<file path="src/include/exec_unit_pkg.sv">
// package: register map, instruction fields and encodings of the assert/call/constant unit
package exec_unit_pkg;

  // register byte offsets
  localparam logic [7:0] OFS_INSTR   = 8'h00;
  localparam logic [7:0] OFS_OPA     = 8'h04;
  localparam logic [7:0] OFS_OPB     = 8'h08;
  localparam logic [7:0] OFS_PC      = 8'h0c;
  localparam logic [7:0] OFS_MODE    = 8'h10;
  localparam logic [7:0] OFS_SP      = 8'h14;
  localparam logic [7:0] OFS_CTRL    = 8'h18;
  localparam logic [7:0] OFS_RESULT  = 8'h20;
  localparam logic [7:0] OFS_STATUS  = 8'h24;
  localparam logic [7:0] OFS_NXT_PC  = 8'h28;
  localparam logic [7:0] OFS_PTR_FIRST  = 8'h2c;
  localparam logic [7:0] OFS_PTR_SECOND = 8'h30;
  localparam logic [7:0] OFS_PTR_TARGET = 8'h34;
  localparam logic [7:0] OFS_CLASS   = 8'h38;

  // mode and control bits
  localparam int MODE_USER_BIT  = 0;
  localparam int MODE_FLAG_LSB  = 4;
  localparam int MODE_FLAG_W    = 4;
  localparam int CTRL_GO_BIT    = 0;

  // status bits
  localparam int ST_TRAP       = 0;
  localparam int ST_PROT       = 1;
  localparam int ST_REG_WR     = 2;
  localparam int ST_BRANCH     = 3;
  localparam int ST_RSV_ROUND  = 4;
  localparam int ST_SAME_FMT   = 5;
  localparam int ST_UNKNOWN    = 6;
  localparam int ST_VEC_LSB    = 8;
  localparam int ST_RESULT_TARGET_LSB   = 16;

  // instruction fields
  localparam int OP_MSB = 31;
  localparam int OP_LSB = 24;
  localparam int FC_MSB = 23;
  localparam int FC_LSB = 16;
  localparam int FA_MSB = 15;
  localparam int FA_LSB = 8;
  localparam int FB_MSB = 7;
  localparam int FB_LSB = 0;

  // documented opcodes (register form; immediate form has bit 0 set)
  localparam logic [7:0] OPC_ASSERT_LT_UNSIGNED = 8'h52;
  localparam logic [7:0] OPC_ASSERT_NOT_EQUAL   = 8'h72;
  localparam logic [7:0] OPC_LOAD_CONST_HIGH    = 8'h02;
  localparam logic [7:0] OPC_BYTE_LANE_COMPARE  = 8'h2e;
  localparam logic [7:0] OPC_CONVERT            = 8'he4;

  localparam logic [7:0]  USER_VEC_MAX  = 8'h3f;
  localparam logic [31:0] LINK_OFFSET   = 32'h0000_0008;
  localparam logic [31:0] INSTR_STEP    = 32'h0000_0004;
  localparam int          BYTE_LANES    = 4;
  localparam int          LANE_W        = 8;
  localparam logic [31:0] BOOL_TRUE     = 32'h8000_0000;
  localparam logic [31:0] BOOL_FALSE    = 32'h0000_0000;
  localparam logic [10:0] MAX_BEXP_SGL  = 11'd254;
  localparam logic [10:0] MAX_BEXP_DBL  = 11'd2046;
  localparam logic [1:0]  FMT_INT       = 2'b00;
  localparam logic [1:0]  FMT_SINGLE    = 2'b01;
  localparam logic [1:0]  FMT_DOUBLE    = 2'b10;
  localparam logic [2:0]  ROUND_MAX_VALID = 3'b100;

  typedef enum logic [3:0] {
    KIND_NONE    = 4'b0000,
    KIND_AS_LEU  = 4'b0001,
    KIND_AS_LT   = 4'b0010,
    KIND_AS_LTU  = 4'b0011,
    KIND_AS_NEQ  = 4'b0100,
    KIND_CALL    = 4'b0101,
    KIND_CALL_IN = 4'b0110,
    KIND_CLASS   = 4'b0111,
    KIND_LEAD_ZERO = 4'b1000,
    KIND_CONST   = 4'b1001,
    KIND_CONST_H = 4'b1010,
    KIND_CONST_N = 4'b1011,
    KIND_CONVERT = 4'b1100,
    KIND_BYTE_CMP = 4'b1101
  } op_kind_e;

  typedef struct packed {
    logic [31:0] result;
    logic [31:0] nxt_pc;
    logic [31:0] ptr_second;
    logic [7:0]  ptr_first;
    logic [7:0]  ptr_target;
    logic [7:0]  result_target;
    logic [7:0]  vector;
    logic        reg_wr;
    logic        trap;
    logic        prot;
    logic        branch;
    logic        rsv_round;
    logic        same_fmt;
    logic        unknown;
  } exec_out_s;

endpackage

</file>
<file path="src/assert_call_const_exec_unit.sv">
// execution unit for asserts, calls, constant loads, clz, byte compare and trap hooks
`timescale 1ns/1ps

module assert_call_const_exec_unit #(
  parameter logic [7:0] OPC_ASSERT_LE_UNSIGNED = 8'h60,
  parameter logic [7:0] OPC_ASSERT_LT_SIGNED   = 8'h62,
  parameter logic [7:0] OPC_CALL               = 8'ha8,
  parameter logic [7:0] OPC_CALL_INDIRECT      = 8'hc8,
  parameter logic [7:0] OPC_CLASSIFY           = 8'he6,
  parameter logic [7:0] OPC_COUNT_LEAD_ZEROS   = 8'h08,
  parameter logic [7:0] OPC_LOAD_CONST         = 8'h04,
  parameter logic [7:0] OPC_LOAD_CONST_ONES    = 8'h06,
  parameter logic [7:0] CLASSIFY_TRAP_VEC      = 8'h80,
  parameter logic [7:0] CONVERT_TRAP_VEC       = 8'h81
) (
  input  wire logic        core_clk_i,
  input  wire logic        reset_n_i,
  input  wire logic        hsel_i,
  input  wire logic [31:0] haddr_i,
  input  wire logic [1:0]  htrans_i,
  input  wire logic        hwrite_i,
  input  wire logic [2:0]  hsize_i,
  input  wire logic [31:0] hwdata_i,
  input  wire logic        hready_i,
  output logic      [31:0] hrdata_o,
  output logic             hreadyout_o,
  output logic             hresp_o
);
  import exec_unit_pkg::*;

  // software-visible state
  logic [31:0] instr_ff;
  logic [31:0] opa_ff;
  logic [31:0] opb_ff;
  logic [31:0] pc_ff;
  logic [31:0] mode_ff;
  logic [31:0] sp_ff;
  logic [31:0] result_ff;
  logic [31:0] status_ff;
  logic [31:0] nxt_pc_ff;
  logic [31:0] ptr_first_ff;
  logic [31:0] ptr_second_ff;
  logic [31:0] ptr_target_ff;

  // bus data-phase bookkeeping
  logic        wr_pend_ff;
  logic        rd_pend_ff;
  logic [7:0]  addr_ff;
  logic        go;
  logic        addr_phase;

  exec_out_s   ex;
  op_kind_e    kind;

  // return address past the delay slot
  function automatic logic [31:0] link_addr(input logic [31:0] pc);
    return pc + LINK_OFFSET;
  endfunction

  function automatic logic any_lane_equal(input logic [31:0] a, input logic [31:0] b);
    logic hit;
    hit = 1'b0;
    for (int i = 0; i < BYTE_LANES; i++) begin
      if (a[LANE_W*i +: LANE_W] == b[LANE_W*i +: LANE_W]) begin
        hit = 1'b1;
      end
    end
    return hit;
  endfunction

  function automatic logic [5:0] count_zeros(input logic [31:0] v);
    logic [5:0] n;
    logic       hit;
    n   = 6'd32;
    hit = 1'b0;
    for (int i = 31; i >= 0; i--) begin
      if (!hit && v[i]) begin
        n   = 6'(31 - i);
        hit = 1'b1;
      end
    end
    return n;
  endfunction

  function automatic logic [31:0] classify(input logic        sign,
                                           input logic [10:0] bexp,
                                           input logic [10:0] emax,
                                           input logic        fzero,
                                           input logic        fones,
                                           input logic        fmsb);
    logic [4:0] cls_code;
    logic [1:0] sub;
    sub = fzero ? 2'b00 : (fones ? 2'b11 : 2'b10);
    if (bexp == '0) begin
      cls_code = {3'b000, sub};
    end else if (bexp == 11'd1) begin
      cls_code = {3'b001, sub};
    end else if (bexp < emax) begin
      cls_code = {3'b010, sub};
    end else if (bexp == emax) begin
      cls_code = {3'b011, sub};
    end else begin
      cls_code = fzero ? 5'b10000 : (fmsb ? 5'b10011 : 5'b10010);
    end
    return {26'h000_0000, sign, cls_code};
  endfunction

  // second operand: register or zero-extended 8-bit immediate
  logic [31:0] src_b;
  logic [7:0]  opc;
  logic [7:0]  fld_c;
  logic [7:0]  fld_a;
  logic [7:0]  fld_b;
  logic [15:0] imm16;
  assign opc   = instr_ff[OP_MSB:OP_LSB];
  assign fld_c = instr_ff[FC_MSB:FC_LSB];
  assign fld_a = instr_ff[FA_MSB:FA_LSB];
  assign fld_b = instr_ff[FB_MSB:FB_LSB];
  assign imm16 = {fld_c, fld_b};
  assign src_b = opc[0] ? {24'h00_0000, fld_b} : opb_ff;

  // conversion control fields carried in the low byte
  logic        unsigned_integer_bit;
  logic [2:0]  rounding_field;
  logic [1:0]  result_target_format_field;
  logic [1:0]  source_format_field;
  assign unsigned_integer_bit = fld_b[7];
  assign rounding_field       = fld_b[6:4];
  assign result_target_format_field    = fld_b[3:2];
  assign source_format_field  = fld_b[1:0];

  // fraction extremes of the first operand in both widths
  logic        sgl_frac_zero;
  logic        sgl_frac_ones;
  logic        dbl_frac_zero;
  logic        dbl_frac_ones;
  assign sgl_frac_zero = opa_ff[22:0] == '0;
  assign sgl_frac_ones = &opa_ff[22:0];
  assign dbl_frac_zero = {opa_ff[19:0], opb_ff} == '0;
  assign dbl_frac_ones = &{opa_ff[19:0], opb_ff};

  always_comb begin
    case ({opc[7:1], 1'b0})
      OPC_ASSERT_LE_UNSIGNED: kind = KIND_AS_LEU;
      OPC_ASSERT_LT_SIGNED:   kind = KIND_AS_LT;
      OPC_ASSERT_LT_UNSIGNED: kind = KIND_AS_LTU;
      OPC_ASSERT_NOT_EQUAL:   kind = KIND_AS_NEQ;
      OPC_CALL:               kind = KIND_CALL;
      OPC_CALL_INDIRECT:      kind = KIND_CALL_IN;
      OPC_CLASSIFY:           kind = KIND_CLASS;
      OPC_COUNT_LEAD_ZEROS:   kind = KIND_LEAD_ZERO;
      OPC_LOAD_CONST:         kind = KIND_CONST;
      OPC_LOAD_CONST_HIGH:    kind = KIND_CONST_H;
      OPC_LOAD_CONST_ONES:    kind = KIND_CONST_N;
      OPC_CONVERT:            kind = KIND_CONVERT;
      OPC_BYTE_LANE_COMPARE:  kind = KIND_BYTE_CMP;
      default:                kind = KIND_NONE;
    endcase
  end

  // classification of the first operand, shown for the trap handler
  logic [31:0] class_word;
  always_comb begin
    case (source_format_field)
      FMT_SINGLE: class_word = classify(opa_ff[31], {3'b000, opa_ff[30:23]}, MAX_BEXP_SGL,
                                        sgl_frac_zero, sgl_frac_ones, opa_ff[22]);
      FMT_DOUBLE: class_word = classify(opa_ff[31], opa_ff[30:20], MAX_BEXP_DBL,
                                        dbl_frac_zero, dbl_frac_ones, opa_ff[19]);
      default:    class_word = 32'h0000_0000;
    endcase
  end

  logic        pass;
  logic [29:0] call_word;
  always_comb begin
    ex        = '0;
    ex.nxt_pc = pc_ff + INSTR_STEP;
    ex.result_target   = fld_c;
    pass      = 1'b1;
    call_word = opc[0] ? {14'h0000, imm16}
                       : pc_ff[31:2] + {{14{imm16[15]}}, imm16};
    case (kind)
      KIND_AS_LEU: pass = opa_ff <= src_b;
      KIND_AS_LT:  pass = $signed(opa_ff) < $signed(src_b);
      KIND_AS_LTU: pass = opa_ff < src_b;
      KIND_AS_NEQ: pass = opa_ff != src_b;
      KIND_CALL: begin
        ex.result = link_addr(pc_ff);
        ex.result_target   = fld_a;
        ex.reg_wr = 1'b1;
        ex.branch = 1'b1;
        ex.nxt_pc = {call_word, 2'b00};
      end
      KIND_CALL_IN: begin
        ex.result = link_addr(pc_ff);
        ex.result_target   = fld_a;
        ex.reg_wr = 1'b1;
        ex.branch = 1'b1;
        ex.nxt_pc = opb_ff;
      end
      KIND_CLASS: begin
        ex.trap   = 1'b1;
        ex.vector = CLASSIFY_TRAP_VEC;
        ex.ptr_first  = fld_a;
        ex.ptr_target = fld_c;
        ex.ptr_second = {30'h0000_0000, source_format_field};
      end
      KIND_LEAD_ZERO: begin
        ex.result = {26'h000_0000, count_zeros(src_b)};
        ex.reg_wr = 1'b1;
      end
      KIND_CONST: begin
        ex.result = {16'h0000, imm16};
        ex.result_target   = fld_a;
        ex.reg_wr = 1'b1;
      end
      KIND_CONST_H: begin
        ex.result = {imm16, opa_ff[15:0]};
        ex.result_target   = fld_a;
        ex.reg_wr = 1'b1;
      end
      KIND_CONST_N: begin
        ex.result = {16'hffff, imm16};
        ex.result_target   = fld_a;
        ex.reg_wr = 1'b1;
      end
      KIND_CONVERT: begin
        ex.trap   = 1'b1;
        ex.vector = CONVERT_TRAP_VEC;
        ex.ptr_first  = fld_a;
        ex.ptr_target = fld_c;
        // stack pointer is folded in when the unsigned bit is set
        ex.ptr_second = {24'h00_0000, fld_b} + (unsigned_integer_bit ? sp_ff : 32'h0000_0000);
        ex.rsv_round  = rounding_field > ROUND_MAX_VALID;
        ex.same_fmt   = result_target_format_field == source_format_field;
      end
      KIND_BYTE_CMP: begin
        ex.result = any_lane_equal(opa_ff, src_b) ? BOOL_TRUE : BOOL_FALSE;
        ex.reg_wr = 1'b1;
      end
      default: ex.unknown = 1'b1;
    endcase
    if (!pass) begin
      // failed assert: no register write, vector or protection trap
      ex.trap   = 1'b1;
      ex.vector = fld_c;
      ex.prot   = mode_ff[MODE_USER_BIT] && (fld_c <= USER_VEC_MAX);
    end
  end

  // AHB-Lite slave, zero wait states, always OKAY
  assign hreadyout_o = 1'b1;
  assign hresp_o     = 1'b0;
  assign addr_phase  = hsel_i && hready_i && htrans_i[1];
  assign go          = wr_pend_ff && (addr_ff == OFS_CTRL) && hwdata_i[CTRL_GO_BIT];

  always_ff @(posedge core_clk_i or negedge reset_n_i) begin
    if (!reset_n_i) begin
      wr_pend_ff <= 1'b0;
      rd_pend_ff <= 1'b0;
      addr_ff    <= 8'h00;
    end else if (hready_i) begin
      wr_pend_ff <= addr_phase && hwrite_i;
      rd_pend_ff <= addr_phase && !hwrite_i;
      addr_ff    <= haddr_i[7:0];
    end
  end

  always_ff @(posedge core_clk_i or negedge reset_n_i) begin
    if (!reset_n_i) begin
      instr_ff <= 32'h0000_0000;
      opa_ff   <= 32'h0000_0000;
      opb_ff   <= 32'h0000_0000;
      pc_ff    <= 32'h0000_0000;
      mode_ff  <= 32'h0000_0000;
      sp_ff    <= 32'h0000_0000;
    end else if (wr_pend_ff) begin
      case (addr_ff)
        OFS_INSTR: instr_ff <= hwdata_i;
        OFS_OPA:   opa_ff   <= hwdata_i;
        OFS_OPB:   opb_ff   <= hwdata_i;
        OFS_PC:    pc_ff    <= hwdata_i;
        OFS_MODE:  mode_ff  <= {24'h00_0000,
                                hwdata_i[MODE_FLAG_LSB +: MODE_FLAG_W], 3'b000,
                                hwdata_i[MODE_USER_BIT]};
        OFS_SP:    sp_ff    <= hwdata_i;
        default:   ;
      endcase
    end
  end

  logic [31:0] status_word;
  logic        ptr_load;
  assign status_word = {8'h00, ex.result_target, ex.vector, 1'b0, ex.unknown, ex.same_fmt,
                        ex.rsv_round, ex.branch, ex.reg_wr, ex.prot, ex.trap};

  // results; the flag bits in the mode register are never touched here
  always_ff @(posedge core_clk_i or negedge reset_n_i) begin
    if (!reset_n_i) begin
      result_ff <= 32'h0000_0000;
      status_ff <= 32'h0000_0000;
      nxt_pc_ff <= 32'h0000_0000;
    end else if (go) begin
      result_ff <= ex.result;
      nxt_pc_ff <= ex.nxt_pc;
      status_ff <= status_word;
    end
  end

  // trap pointers change only when a classify or convert hook traps
  assign ptr_load = go && ex.trap && !ex.prot &&
                    (kind == KIND_CLASS || kind == KIND_CONVERT);

  always_ff @(posedge core_clk_i or negedge reset_n_i) begin
    if (!reset_n_i) begin
      ptr_first_ff  <= 32'h0000_0000;
      ptr_second_ff <= 32'h0000_0000;
      ptr_target_ff <= 32'h0000_0000;
    end else if (ptr_load) begin
      ptr_first_ff  <= {24'h00_0000, ex.ptr_first};
      ptr_second_ff <= ex.ptr_second;
      ptr_target_ff <= {24'h00_0000, ex.ptr_target};
    end
  end

  always_comb begin
    hrdata_o = 32'h0000_0000;
    if (rd_pend_ff) begin
      case (addr_ff)
        OFS_INSTR:  hrdata_o = instr_ff;
        OFS_OPA:    hrdata_o = opa_ff;
        OFS_OPB:    hrdata_o = opb_ff;
        OFS_PC:     hrdata_o = pc_ff;
        OFS_MODE:   hrdata_o = mode_ff;
        OFS_SP:     hrdata_o = sp_ff;
        OFS_RESULT: hrdata_o = result_ff;
        OFS_STATUS: hrdata_o = status_ff;
        OFS_NXT_PC: hrdata_o = nxt_pc_ff;
        OFS_PTR_FIRST:  hrdata_o = ptr_first_ff;
        OFS_PTR_SECOND: hrdata_o = ptr_second_ff;
        OFS_PTR_TARGET: hrdata_o = ptr_target_ff;
        OFS_CLASS:  hrdata_o = class_word;
        default:    hrdata_o = 32'h0000_0000;
      endcase
    end
  end

endmodule // assert_call_const_exec_unit

</file>
<file path="config.mk">
export PLATFORM = sky130hd
export DESIGN_NAME = assert_call_const_exec_unit
export DESIGN_NICKNAME = d
export VERILOG_FILES = /design/src/include/exec_unit_pkg.sv /design/src/assert_call_const_exec_unit.sv
export SDC_FILE = /design/constraint.sdc
export NUM_CORES = 1
export LEC_CHECK = 0
export BUFFER_PORTS_ARGS = -buffer_cell sky130_fd_sc_hd__buf_2
export CORE_MARGIN = 2
export CORE_UTILIZATION = 60
export CTS_CLUSTER_DIAMETER = 100
export CTS_CLUSTER_SIZE = 40
export DETAILED_ROUTE_END_ITERATION = 16
export PLACE_DENSITY = 0.79
export SETUP_SLACK_MARGIN = 0.1
export SLEW_MARGIN = 10
export SYNTH_ARGS = -nofsm -noshare
export SYNTH_HDL_FRONTEND = slang
export SYNTH_SLANG_ARGS = --single-unit
</file>
<file path="constraint.sdc">
create_clock -name core_clk_i -period 7.92 [get_ports core_clk_i]
set_clock_uncertainty 0.05 [all_clocks]
set_input_delay 1.98 -clock core_clk_i [delete_from_list [all_inputs] [get_ports core_clk_i]]
set_output_delay 1.98 -clock core_clk_i [all_outputs]
set_load 0.01 [all_outputs]
</file>
==> flow_summary.yaml <==
grt:
  grt.met1_usage: 0.560
  grt_pass1_wl_mm: 110
  grt-busiest-layer: "met2"
  grtUsageMet3: 0.114
  antenna_found_initial: 4
  gr-total-overflow: 0
  grt_max_degree: 143
  grt_use_total: 0.429
  use_met2: 0.639
  grt_pass1_vias: 17900
yosys:
  async_reset_ff_frac: 1.00
  netlist_top_cells_count: "310 x dfrtp_1, 218 x nand2_1, 177 x mux2_2"
  yosys_most_used_dff: "dfrtp_1"
  ys_seq_area_frac: 0.392
  synth_edf_count: 0
  yosysUniqueCellTypes: 90
  synth_area_leaders: "dfrtp_1 39%, mux2_2 10%, ha_1 4.6%"
  synth.yosys.warnings: 0
  synthCells: 2057
  synth_seq_cells: 310
  syn-num-nets: 2205
  syn_area_um2: 19800
  postSynthAreaPerCell_um2: 9.62
  synth_top_cell_area_share: 0.392
  synth.most_common_cell: "dfrtp_1"
  synth_top_area_cell: "dfrtp_1"
setup_path:
  end_kind: "primary output"
  path_max_fanout: 19
  r2r-start: "instr_ff[24]"
  crit_start: "addr_ff[5]"
  cpPeakStageDelay_ns: 0.98
  cpMaxStageDelayCell: "nor2_2"
  startpoint_type: "flop"
  worstPathRequired_ns: 5.89
  crit_path_cell_trace: "or4_1 -> nor2_2 -> buf_4 -> a222oi_1 -> a31oi_1 -> buf_2"
  setup.worst_path.class: "reg2out"
  r2r_setup_slack_ns: 2.81
  r2r_cells: 11
  endpoint: "hrdata_o[23]"
  r2r_end: "status_ff[15]"
  critPathArrivalTime_ns: 3.91
run_status:
  status: "finished, final reports clean"
detailed_routing:
  vias_per_cell: 7.38
  vias: 18400
  drt_wl_total_mm: 73.1
  wl_per_cell_um: 29.3
  drtIter0Drc: 2760
  drc: 0
  first_pass_iters: 7
  detail-route-antenna-nets: 0
min_path:
  holdPathStages: 2
  hold_path_class: "reg2reg"
  hp-start: "ptr_second_ff[8]"
die:
  die_w_um: 186
  die_h_um: 186
  die_area_um2: 34400
  rows: 66
  ios: 108
  core_area_um2: 32500
  start_util: 0.608
placement:
  numPortBuffers: 77
  place_hpwl_mm: 50.7
  gp_congestion: 0.991
  dp_slack_ns: 2.70
clocking:
  cts.sinks: 310
  cts_made_buffers: 14
  cts.path.max_buffers: 3
  cts_hold_buf: 0
  ctsResizeCount: 0
  ctsHtreeMaxLevel: 1
  path_clk_slew_ns: 0.13
  post-cts-setup-buffers: 0
  insertion_delay_ns: 0.53
  cts_tree: "done"
  cts_root_buffer: "clkbuf_16"
layout:
  num-nets-final: 2192
  fill_cells: 2770
  areaGrowthSynthToFinish_pct: 5.94
  seq_area_um2: 7760
  drive_gt1_frac: 0.173
  multi_input_area_um2: 11300
sta:
  worst_pin_slew_ns: 1.24
  fmax_ghz: 0.168
  fin_ws_ns: 1.98
  holdWs_ns: 0.447
  rsz0062_at_grt: "no"
  finalHoldViolCount: 0
  max_slew_margin: 0.177
  min_period_over_period: 0.750
  setup_tns_ns: 0
  fin_crit_ns: 5.94
  finalMaxSlewViolations: 0
  setup_viol: 0
flow_run:
  cap_violations: 0
power_and_ir_drop:
  leakage_nw: 8.48
  power_density_nw_per_um2: 159
  ir_drop_mv: 0.220
## worst min-delay path by stage
| stage | end | slack [ns] |
|---|---|---|
| finish | ptr_second_ff[8] | 0.45 |
| global route | ptr_second_ff[24] | 0.47 |
| CTS | ptr_second_ff[24] | 0.44 |
| detailed placement | ptr_second_ff[16] | 0.42 |
| global placement | nxt_pc_ff[3] | 0.41 |
| floorplan | status_ff[4] | 0.39 |
## sequential cells by signal, indices dropped and copies added, names as in the netlist, 8 cells and up
name and cells:
ptr_second_ff 32, pc_ff 32, opa_ff 32, ptr_target_ff 8
status_ff 23, opb_ff 32, nxt_pc_ff 32, result_ff 32
ptr_first_ff 8, instr_ff 32, addr_ff 8, sp_ff 32
## cells in the final DEF (no fill, tap or decap), types with 19 or more instances in the layout
cell type and instances:
a21o_1 20, a21oi_1 56, a221oi_1 63, a222oi_1 36, a22o_1 44, a22oi_1 62, a31oi_1 38, buf_2 76
buf_4 38, dfrtp_1 310, ha_1 72, inv_1 34, mux2_2 177, mux2i_1 19, nand2_1 217, nand3_1 36
nand4_1 47, nor2_1 137, nor3_1 33, nor4_1 29, o21ai_0 83, o21ai_1 29, xnor2_1 60, xor2_1 45
## power by group
part           switching [mW]  internal, mW  total (mW)  leakage, nW
clock                   0.569         0.382       0.951        0.232
combinational           0.341         0.230       0.571         4.32
sequential              0.158          1.65        1.80         3.93
total                    1.07          2.26        3.33         8.48
## worst max-delay path, delay by kind of cell (launching register included)
kind	cells	cell delay [ns]
AND/OR/NAND/NOR	2	1.69
buffers and inverters	2	0.62
AO/OA/AOI/OAI	2	0.60
flip-flops	1	0.45
## logic make-up after synthesis
kind of cell,after synthesis,share of synthesized area
XOR/XNOR,105,0.0465
adder cells (fa/ha/maj),74,0.0475
buffers and inverters,179,0.0374
other,2,0.000380
flip-flops,310,0.392
AND/OR/NAND/NOR,618,0.150
AO/OA/AOI/OAI,557,0.206
multiplexers,212,0.120
## per-layer routing
metal	wire [um]	up-vias
li1	-	7729
met1	27400	8893
met2	31300	1466
met3	9360	312
met4	4990	4
met5	27	-
## per-stage QoR
step	cell area, um^2	utilization	total power [mW]	cells
after floorplan	19800	-	2.14	2057
after global placement	20500	0.630	2.36	2470
after detailed placement	20500	0.630	2.38	2470
after CTS	21000	0.644	3.30	2494
after global routing	21000	0.644	3.44	2495
final	21000	0.644	3.33	2495
## cell type report
type,count,area share
antenna,1,0.000119
clock buffer,18,0.0189
clock inverter,6,0.00376
inverter,34,0.00609
multi-input combinational,1568,0.541
sequential,310,0.370
tap,442,0.0264
timing repair buffer,116,0.0334
(Power assumes the default switching activity.)
